`src/common/didf_pkg.sv`:
```
package didf_pkg;
  // Function codes for each contact input
  localparam logic [7:0] FC_NONE = 8'h00;
  localparam logic [7:0] FC_HOLD = 8'h01;
  localparam logic [7:0] FC_TUNE = 8'h1e;
  localparam logic [7:0] FC_LATCH_REL = 8'h28;
  localparam logic [7:0] FC_TIMER_FIRST = 8'h32;
  localparam logic [7:0] FC_TIMER_LAST = 8'h39;
  localparam logic [7:0] FC_REMOTE = 8'h3c;
  localparam logic [7:0] FC_MANUAL = 8'h46;
  localparam logic [7:0] FC_TRACK = 8'h50;
  localparam logic [7:0] FC_EXT_OUT = 8'h67;
  localparam logic [7:0] FC_SELECTOR = 8'h8c;
  localparam logic [7:0] FC_TOT_HOLD = 8'ha0;
  localparam logic [7:0] FC_TOT_LATCH = 8'ha1;
  localparam logic [7:0] FC_TOT_RESET = 8'ha2;
  // Alarm type codes that carry a timer
  localparam logic [7:0] ALM_TIMER_FIRST = 8'h24;
  localparam logic [7:0] ALM_TIMER_LAST = 8'h26;
  // Control templates that allow remote and manual switching
  localparam logic [7:0] TEMPLATE_A = 8'h1e;
  localparam logic [7:0] TEMPLATE_B = 8'h21;
  localparam int BASE_INPUTS = 4;
  localparam int MAX_INPUTS = 9;
  localparam int NUM_ALARMS = 8;

  // Level commands delivered to the controller
  typedef struct packed {
    logic control_hold_request;
    logic remote_select;
    logic manual_output_command;
    logic setpoint_follows_process;
    logic external_output_value;
    logic hi_selector;
    logic tot_hold;
    logic tot_latch;
    logic tot_reset;
  } didf_level_t;

  // Single-cycle commands
  typedef struct packed {
    logic tune_start;
    logic tune_stop;
    logic latch_release;
  } didf_pulse_t;
endpackage

```
`src/didf_dispatch.sv`:
```
`timescale 1ns/1ps
`default_nettype none
module didf_dispatch
  import didf_pkg::*;
#(
  parameter int NUM_INPUTS = MAX_INPUTS
) (
  input wire logic i_clk_sys,
  input wire logic i_rst,
  input wire logic [NUM_INPUTS-1:0] i_contact,
  input wire logic [NUM_INPUTS*8-1:0] i_function_code,
  input wire logic [NUM_ALARMS*8-1:0] i_alarm_type,
  input wire logic [7:0] i_control_template,
  input wire logic i_remote_ack_enable,
  input wire logic i_remote_mode_select,
  input wire logic i_tuning_type_select,
  output logic o_tuning_low_process,
  output didf_level_t o_level,
  output didf_pulse_t o_pulse,
  output logic [NUM_ALARMS-1:0] o_alarm_timer_enable
);

  // Only the base and extended builds exist; other counts stop elaboration
  // input count check
  if (NUM_INPUTS != BASE_INPUTS && NUM_INPUTS != MAX_INPUTS) begin : g_bad_count
    $error("NUM_INPUTS must be 4 or 9");
  end

  function automatic logic [7:0] code_of(input logic [NUM_INPUTS*8-1:0] codes, input int idx);
    code_of = codes[idx*8 +: 8];
  endfunction

  function automatic logic template_ok(input logic [7:0] t);
    template_ok = (t == TEMPLATE_A) || (t == TEMPLATE_B);
  endfunction

  logic [NUM_INPUTS-1:0] sync_a;
  logic [NUM_INPUTS-1:0] sync_b;
  logic [NUM_INPUTS-1:0] prev;
  always_ff @(posedge i_clk_sys or posedge i_rst) begin
    if (i_rst) begin
      sync_a <= '0;
      sync_b <= '0;
      prev <= '0;
    end else begin
      sync_a <= i_contact;
      sync_b <= sync_a;
      prev <= sync_b;
    end
  end

  logic [NUM_INPUTS-1:0] rise;
  logic [NUM_INPUTS-1:0] fall;
  assign rise = sync_b & ~prev;
  assign fall = ~sync_b & prev;

  // Decode every input into level and pulse requests; several inputs on
  // one function are OR'ed so any closed contact asserts the command.
  didf_level_t next_level;
  didf_pulse_t next_pulse;
  logic [NUM_ALARMS-1:0] next_timer;
  always_comb begin
    logic [7:0] fc;
    logic lv;
    fc = 8'h00;
    lv = 1'b0;
    next_level = '0;
    next_pulse = '0;
    next_timer = '0;
    for (int i = 0; i < NUM_INPUTS; i++) begin
      fc = code_of(i_function_code, i);
      lv = sync_b[i];
      case (fc)
        FC_HOLD: next_level.control_hold_request |= lv;
        FC_TUNE: begin
          next_pulse.tune_start |= rise[i];
          next_pulse.tune_stop |= fall[i];
        end
        FC_LATCH_REL: next_pulse.latch_release |= rise[i];
        FC_REMOTE: next_level.remote_select |= lv;
        FC_MANUAL: next_level.manual_output_command |= lv;
        FC_TRACK: next_level.setpoint_follows_process |= lv;
        FC_EXT_OUT: next_level.external_output_value |= lv;
        FC_SELECTOR: next_level.hi_selector |= lv;
        FC_TOT_HOLD: next_level.tot_hold |= lv;
        FC_TOT_LATCH: next_level.tot_latch |= lv;
        FC_TOT_RESET: next_level.tot_reset |= lv;
        default: begin
          if (fc >= FC_TIMER_FIRST && fc <= FC_TIMER_LAST) begin
            next_timer[3'(fc - FC_TIMER_FIRST)] |= lv;
          end
        end
      endcase
    end
    next_level.remote_select &= template_ok(i_control_template) & i_remote_ack_enable
      & i_remote_mode_select;
    // manual needs template; template taken as settled
    next_level.manual_output_command &= template_ok(i_control_template);
    for (int a = 0; a < NUM_ALARMS; a++) begin
      if (i_alarm_type[a*8 +: 8] < ALM_TIMER_FIRST || i_alarm_type[a*8 +: 8] > ALM_TIMER_LAST) begin
        next_timer[a] = 1'b0;
      end
    end
  end

  // Registered outputs
  always_ff @(posedge i_clk_sys or posedge i_rst) begin
    if (i_rst) begin
      o_level <= '0;
      o_pulse <= '0;
      o_alarm_timer_enable <= '0;
      o_tuning_low_process <= 1'b0;
    end else begin
      o_level <= next_level;
      o_pulse <= next_pulse;
      o_alarm_timer_enable <= next_timer;
      o_tuning_low_process <= i_tuning_type_select;
    end
  end

  logic fc0_hold;
  logic fc0_tune;
  assign fc0_hold = code_of(i_function_code, 0) == FC_HOLD;
  assign fc0_tune = code_of(i_function_code, 0) == FC_TUNE;

  // Inputs on the tuning code; OR'ed inputs may legally pulse back to back
  logic [NUM_INPUTS-1:0] tune_inputs;
  for (genvar g = 0; g < NUM_INPUTS; g++) begin : g_tune_inputs
    assign tune_inputs[g] = code_of(i_function_code, g) == FC_TUNE;
  end

  property p_hold;
    @(posedge i_clk_sys) disable iff (i_rst)
      $stable(i_function_code) && fc0_hold && sync_b[0] |=> o_level.control_hold_request;
  endproperty
  standby_level_a: assert property (p_hold) else $error("standby not asserted");

  tune_start_a: assert property (@(posedge i_clk_sys) disable iff (i_rst)
    $stable(i_function_code) && fc0_tune && rise[0] |=> o_pulse.tune_start)
    else $error("tune start missing");
  tune_pulse_a: assert property (@(posedge i_clk_sys) disable iff (i_rst)
    $stable(i_function_code) && $onehot(tune_inputs) && o_pulse.tune_start
      |=> !o_pulse.tune_start)
    else $error("tune start longer than one cycle");
  latch_rel_a: assert property (@(posedge i_clk_sys) disable iff (i_rst)
    $stable(i_function_code) && code_of(i_function_code, 0) == FC_LATCH_REL && rise[0]
      |=> o_pulse.latch_release)
    else $error("latch release missing");
  timer_type_a: assert property (@(posedge i_clk_sys) disable iff (i_rst)
    o_alarm_timer_enable[0] |-> $past(i_alarm_type[7:0]) >= ALM_TIMER_FIRST
      && $past(i_alarm_type[7:0]) <= ALM_TIMER_LAST)
    else $error("timer enabled for wrong alarm type");
  remote_gate_a: assert property (@(posedge i_clk_sys) disable iff (i_rst)
    o_level.remote_select |-> $past(i_remote_ack_enable) && $past(i_remote_mode_select))
    else $error("remote without enables");
  manual_gate_a: assert property (@(posedge i_clk_sys) disable iff (i_rst)
    o_level.manual_output_command |-> template_ok($past(i_control_template)))
    else $error("manual with wrong template");
  inert_code_a: assert property (@(posedge i_clk_sys) disable iff (i_rst)
    (i_function_code == '0) [*2] |-> o_level == '0 && o_pulse == '0 && o_alarm_timer_enable == '0)
    else $error("code zero had effect");
  sync_delay_a: assert property (@(posedge i_clk_sys) disable iff (i_rst)
    rise[0] |-> $past(i_contact[0], 2))
    else $error("edge without synchronised sample");
  // Input 0 carries the direct checks; the bench draws its code at random from a 16-entry list
  tune_stop_a: assert property (@(posedge i_clk_sys) disable iff (i_rst)
    $stable(i_function_code) && fc0_tune && fall[0] |=> o_pulse.tune_stop)
    else $error("tune stop missing");
  track_level_a: assert property (@(posedge i_clk_sys) disable iff (i_rst)
    $stable(i_function_code) && code_of(i_function_code, 0) == FC_TRACK && sync_b[0]
      |=> o_level.setpoint_follows_process)
    else $error("tracking not asserted");
  timer_follow_a: assert property (@(posedge i_clk_sys) disable iff (i_rst)
    $stable(i_function_code) && code_of(i_function_code, 0) == FC_TIMER_FIRST && sync_b[0]
      && i_alarm_type[7:0] >= ALM_TIMER_FIRST && i_alarm_type[7:0] <= ALM_TIMER_LAST
      |=> o_alarm_timer_enable[0])
    else $error("alarm timer not enabled");

  // Main scenarios the bench should reach
  tune_cycle_c: cover property (@(posedge i_clk_sys) o_pulse.tune_start ##[1:50] o_pulse.tune_stop);
  remote_c: cover property (@(posedge i_clk_sys) o_level.remote_select);
  timer_c: cover property (@(posedge i_clk_sys) o_alarm_timer_enable[7]);
  latch_rel_c: cover property (@(posedge i_clk_sys) o_pulse.latch_release);
  manual_c: cover property (@(posedge i_clk_sys) o_level.manual_output_command);

endmodule
`default_nettype wire

```
`config.mk`:
```
export PLATFORM = sky130hd
export DESIGN_NAME = didf_dispatch
export DESIGN_NICKNAME = d
export VERILOG_FILES = /design/src/common/didf_pkg.sv /design/src/didf_dispatch.sv
export SDC_FILE = /design/constraint.sdc
export NUM_CORES = 1
export LEC_CHECK = 0
export BUFFER_PORTS_ARGS = -buffer_cell sky130_fd_sc_hd__clkbuf_2
export CAP_MARGIN = 5
export CORE_UTILIZATION = 59
export DETAILED_ROUTE_END_ITERATION = 8
export GPL_ROUTABILITY_DRIVEN = 0
export HOLD_SLACK_MARGIN = 0.1
export PLACE_DENSITY = 0.91
export SETUP_SLACK_MARGIN = 0.5
export SLEW_MARGIN = 25
export SYNTH_ARGS = -nofsm -noshare
export SYNTH_HDL_FRONTEND = slang
export SYNTH_SLANG_ARGS = --single-unit
```
`constraint.sdc`:
```
create_clock -name i_clk_sys -period 8.4 [get_ports i_clk_sys]
set_clock_uncertainty 0.15 [all_clocks]
set_input_delay 0.84 -clock i_clk_sys [delete_from_list [all_inputs] [get_ports i_clk_sys]]
set_output_delay 0.84 -clock i_clk_sys [all_outputs]
set_load 0.01 [all_outputs]
```
# After elaboration in Yosys (flattened, before gate mapping)
# Memories as Yosys holds them, arrays and structs flattened.
# Index checks and enable logic that the tools add are counted.
# totals
ff_bits,48
romBits,8
in_bits,158
output_inout_bits,21
word_cells,498
n_memories,1
# op_classes
addsub,9
magnitude_cmp,52
n_eq_ne,101
mux,168
n_bitwise,114
n_reduce_logical,36
# memory_table
name,depth,width,rd,rd_ports_with_merged_regs,write_ports,line,text
(no name shown),8,1,1,0,0,didf_dispatch.sv:90,next_timer[3'(fc - FC_TIMER_FIRST)] |= lv;
# ops
cell,count
8-bit equality test (second input constant),36
8-bit by 7-bit equality test with 1-bit output (second input constant),27
8-bit by 6-bit equality test with 1-bit output (second input constant),19
8-bit two-way mux,18
1-bit two-way mux,116
1-bit OR,105
11-bit OR reduction,9
8-bit by 5-bit equality test with 1-bit output (second input constant),10
8-bit by 1-bit equality test with 1-bit output (second input constant),9
8-bit by 6-bit greater-or-equal comparator with 1-bit output (second input constant),9
8-bit by 6-bit less-or-equal comparator with 1-bit output (second input constant),9
8-bit bitwise mux,8
8-bit by 6-bit greater-than comparator with 1-bit output (second input constant),8
8-bit by 6-bit < comparator with 1-bit output (second input constant),8
3-bit by 4-bit < comparator with 1-bit output (second input constant),9
1-bit demux with 3-bit select,9
3-bit by 1-bit greater-or-equal comparator with 1-bit output (second input constant),9
3-bit by 2-bit subtractor with 3-bit output (second input constant),9
1-bit binary-select mux with 3-bit select,8
9-bit AND,2
1-bit logical AND,18
2-bit two-way mux,9
9-bit inverter,2
1-bit logical OR,9
2 further kinds,5

# Logic depth before layout (Yosys ltp)
# logic_depth
word_depth,57
mapped_depth,25
depth_no_buf,22

# Least setup slack after synthesis
# No wires, ideal clock.
# synth_path
path_type,in2reg
start,input port i_function_code[9]
end,register o_alarm_timer_enable[4]
setup_time_ns,0.077
t_arrival_ns,5.513
slack_ns,2.659
cell_stages,24
n_path_buf,2
cell_sequence,buf_2 > inv_1 > ha_1 > nand2b_1 > nor4_2 > nor3_1 > a2111oi_0 > nor3_1 > nand4_1 > nor2_2 > o31ai_1 > o21ai_2 > o2111a_1 > o21a_1 > a211o_1 > o2bb2ai_1 > buf_2 > mux2_2 > nor3_1 > a31oi_1 > a21oi_1 > o22ai_2 > a21o_1 > a21oi_1
# synth_via
elab_chain_cells,51
elab_cells_between_ends,70
# synth_rtl
element,line,text
from (decl),didf_dispatch.sv:11,"input wire logic [NUM_INPUTS*8-1:0] i_function_code,"
3-bit by 2-bit subtractor with 3-bit output,didf_dispatch.sv:90,
3-bit by 4-bit < comparator with 1-bit output (not written as such) or 3-bit by 1-bit greater-or-equal comparator with 1-bit output (tied branches),didf_dispatch.sv:90,
1-bit logical AND (not written as such),didf_dispatch.sv:90,
1-bit two-way mux (not written as such),didf_dispatch.sv:90,
1-bit demux with 3-bit select,didf_dispatch.sv:90,
8-bit bitwise mux,didf_dispatch.sv:90,
8-bit two-way mux,didf_dispatch.sv:89,if (fc >= FC_TIMER_FIRST && fc <= FC_TIMER_LAST) begin
8-bit two-way mux (*),didf_dispatch.sv:73,case (fc)
[36 not listed],--,
1-bit binary-select mux with 3-bit select,didf_dispatch.sv:90,
1-bit two-way mux (not written as such),didf_dispatch.sv:90,
1-bit OR,didf_dispatch.sv:90,
8-bit bitwise mux,didf_dispatch.sv:90,
8-bit two-way mux,didf_dispatch.sv:89,
8-bit two-way mux (*),didf_dispatch.sv:73,
1-bit two-way mux (*),didf_dispatch.sv:100,if (i_alarm_type[a*8 +: 8] < ALM_TIMER_FIRST || i_alarm_type[a*8 +: 8] > ALM_TIMER_LAST) begin
via next_timer[4],didf_dispatch.sv:61,logic [NUM_ALARMS-1:0] next_timer;
to (signal assigned),didf_dispatch.sv:116,o_alarm_timer_enable <= next_timer;
to (decl),didf_dispatch.sv:20,output logic [NUM_ALARMS-1:0] o_alarm_timer_enable
# The timed path passes the listed nets; every way through them passes the cells marked *. The select of a mux whose other input is x is not followed.

# Worst setup path after layout
# layout_path
start,input port i_function_code[9]
end,register o_alarm_timer_enable[3]
# The elaborated chain is that of the path after synthesis.

==> metrics list <==
- Unrepaired setup endpoints after global routing: false
- The die covers 11700 µm².
* WP data required: 8.42 ns
- After the flow finishes, the layout carries non-filler instances totaling 1210.
- First drt pass iteration count: 9
* Signed area change from the synthesized netlist to the final layout: 16.5%
- Number of input and output port buffers inserted: 178
- Setup violations remaining at the end of the flow were counted as 0.
- After clock tree synthesis, the clock-pin slew on the worst setup and hold paths is 0.07 ns.
* Number of nets in the layout: 1259
- Syn_nets: 1107
- Critical path fanouts, max: 14
- Dividing the final minimum period by the clock period gives 0.810.
- Number of vias after detailed routing: 8841
* Inserted Clock Buffers: 5
* Average footprint of a synthesized cell: 7.27 µm²
- In this run, the number of DRC markers left after iteration 0 of detailed routing was 1584.
- The filler cells instantiated in the layout total 948.
- Max stage delay on crit path: 0.65 ns
- Number of levels the H-tree was split into: 2
* Cells after synthesis: 917
* Area inside the core boundary: 10900 µm²
- Critical path capture point type: flop
- Type of the worst setup path: in2reg
- Of the post-synthesis cell area, the dominant cell type holds 0.180.
* Total count of hold-check failures in the final report: 0
- Max Cap Violations: 0
* Most used flip-flop cell after synthesis: sky130_fd_sc_hd__dfrtp_1
- The multi-input combinational cells in the finished layout cover a total of 5170 µm².
* First-pass GRT wire length: 39600 µm
* Sequential element share of the synthesized area: 0.180
- The synthesized design contains 0 enable-type register cells.
- # placed instances: 1202
- Initial standard-cell utilization of the core: 0.609
* Global-route usage over all layers: 0.433
- The final count of pins violating max slew is 0.
- Slew HR: 0.384
* Detailed Place HPWL: 19700 µm
- Counting every sink on the clock net gives 48.
- Biggest area contributors in the synthesized netlist: sky130_fd_sc_hd__dfrtp_1 18%, sky130_fd_sc_hd__nand2_1 6.4%, sky130_fd_sc_hd__ha_1 6.0%, sky130_fd_sc_hd__nor2_1 4.6%, sky130_fd_sc_hd__nand4_1 4.4%
- IR analysis of the VDD net gives a maximum drop of 0.100 mV.
- Inserted Diodes: 0
- The number of antenna violations at the first check in global routing was 0.
* Top Ports: 179
* Startpoint type of the worst setup path: primary input
- Counting flops and latches in the post-synthesis netlist gives 48.
- Worst hold margin: 0.197 ns
- For the worst setup path, the data arrival time is 6.83 ns.
- After detailed routing, the number of vias per cell comes to 7.31.
* Largest net degree at the start of global routing: 49
- Setup tns final: 0 ns
- Logic depth of the worst register-to-register path: 20
- Util after Layout: 0.710
- Number of global-route vias before repair: 7945
- Hold depth: 0
- In the final routed layout, each cell accounts on average for 20.7 µm.
- In the routed design, unresolved DRC markers number 0.
* Critical path's slowest cell: sky130_fd_sc_hd__o2bb2ai_1
- Count of antenna-violating nets left after detailed routing: 0
- After synthesis the cells add up to 6660 µm².
- The clock reaches the later pin of the worst-skew pair after 0.29 ns.
* Die Y: 108 µm
- The sequential cells in the finished layout cover a total of 1200 µm².
- Post-CTS Repair Setup Buffers: 0
- Power comes to 0.709 mW.
- After detailed routing, the total wire length is 25100 µm.
* TritonCTS clock tree: yes
- Number of placement rows: 38
- Post-layout min period: 6.80 ns
- Result of the run: completed
- Number of gates resized after CTS: 0
- For this design the static power due to leakage is 3.20 nW.
- sky130_fd_sc_hd__nand2_1 is the most common cell in the netlist.
* Chip width: 108 µm
* P per Cell Area: 91.3 nW/µm²
- The clock passes through at most 2 buffers.
* Cell chain of the critical path: clkbuf_2 > inv_1 > ha_1 > xor2_1 > o31ai_1 > nand4_1 > nand2_1 > a2111oi_4 > nor2_2 > a22oi_4 > o31ai_1 > a221oi_2 > o211ai_2 > a22oi_1 > o32ai_1 > o2bb2ai_1 > a32oi_1 > a21o_1 > a22oi_1 > o22ai_1 > o22ai_2 > nand2_2 > o2111a_1
- Of all cell types, the one taking the most synthesized area is sky130_fd_sc_hd__dfrtp_1.
- Global routing finished with a remaining overflow of 0.
- At the pin with the least slew margin, the transition time is 0.921 ns.
- Ranked by instance count, the synthesized netlist is headed by 114 x sky130_fd_sc_hd__nand2_1, 81 x sky130_fd_sc_hd__nor2_1, 48 x sky130_fd_sc_hd__dfrtp_1, 48 x sky130_fd_sc_hd__nand3_1, 47 x sky130_fd_sc_hd__nand4_1.
- Synth cell types: 89
- The root buffer cell chosen for the clock tree is sky130_fd_sc_hd__clkbuf_16.
* Fraction of layout cells with a size suffix above 1: 0.216
- Count of hold buffers inserted by post-cts repair: 0
- Achievable Freq: 147 MHz
- The min-delay analysis places its worst path in the category reg2reg.
* Fraction of synthesis flops using an asynchronous set or reset pin: 1.00
- Count of yosys warnings during synthesis: 0
-- cell type report --
class                           instances  area share
Multi-Input combinational cell        795       0.666
Sequential cell                        48       0.155
Inverter                               40      0.0195
Tap cell                              140      0.0226
Clock buffer                            6      0.0166
Timing Repair Buffer                  179       0.116
Clock inverter                          2     0.00451
-- sequential cells by signal, summed over array words and instances, names as in the netlist --
signal                flops
prev                      9
o_level                   9
sync_b                    9
o_pulse                   3
o_alarm_timer_enable      8
sync_a                    9
o_tuning_low_process      1
-- cell families (layout without fill, tap and decap cells) --
logic type,after synthesis,after routing,share of synthesized area
flip-flops,48,48,0.180
adder cells (fa/ha/maj),32,32,0.0601
XOR/XNOR,10,10,0.0131
buffers and inverters,74,227,0.0432
AND/OR/NAND/NOR,514,514,0.422
multiplexers,9,9,0.0139
AO/OA/AOI/OAI,230,230,0.268
-- routing by layer --
layer | track usage | vias up | wire [µm]
li1 | - | 3839 | -
met1 | 0.551 | 3882 | 8950
met2 | 0.633 | 874 | 10400
met3 | 0.168 | 246 | 4080
met4 | 0.222 | 0 | 1670
met5 | 0 | - | 0
-- worst max-delay path: cells and delay by family --
kind / cells / cell delay, ns
buf+inv: 2 / 0.39
xor+xnor: 1 / 0.15
fa+ha+maj: 1 / 0.34
simple gates: 4 / 0.87
compound gates: 15 / 4.24
-- metrics by stage --
step	setup WS, ns	instance area [µm²]
after floorplan	2.66	6660
after global placement	1.78	7600
after detailed placement	1.53	7600
after CTS	1.83	7760
after global routing	1.17	7760
final	1.60	7760
-- final timing paths --
| kind | startpoint | to | slack (ns) |
|---|---|---|---|
| min in group asynchronous | i_rst | sync_b[6]$_DFF_PP0_ | 0.51 |
| max | i_function_code[9] | o_alarm_timer_enable[3]$_DFF_PP0_ | 1.60 |
| max in group asynchronous | i_rst | o_level[3]$_DFF_PP0_ | 7.09 |
| min | sync_a[2]$_DFF_PP0_ | sync_b[2]$_DFF_PP0_ | 0.20 |
| max reg2reg | sync_b[0]$_DFF_PP0_ | o_alarm_timer_enable[3]$_DFF_PP0_ | 2.24 |
| min reg2reg | sync_a[2]$_DFF_PP0_ | sync_b[2]$_DFF_PP0_ | 0.20 |
-- cell usage in the layout, fill, tap and decap left out, types with 32 or more instances in the layout --
cell type and count:
sky130_fd_sc_hd__clkbuf_2 178, sky130_fd_sc_hd__nand2_1 114, sky130_fd_sc_hd__nor2_1 81, sky130_fd_sc_hd__nand3_1 48, sky130_fd_sc_hd__dfrtp_1 48, sky130_fd_sc_hd__nand4_1 47, sky130_fd_sc_hd__nor3_1 44, sky130_fd_sc_hd__inv_1 39
sky130_fd_sc_hd__a21oi_1 36, sky130_fd_sc_hd__ha_1 32
-- power breakdown --
| part | internal, mW | switching, mW | leakage [nW] |
|---|---|---|---|
| combinational | 0.0819 | 0.147 | 2.51 |
| sequential | 0.238 | 0.0104 | 0.605 |
| clock | 0.140 | 0.0903 | 0.0808 |
(Power assumes the default switching activity.)
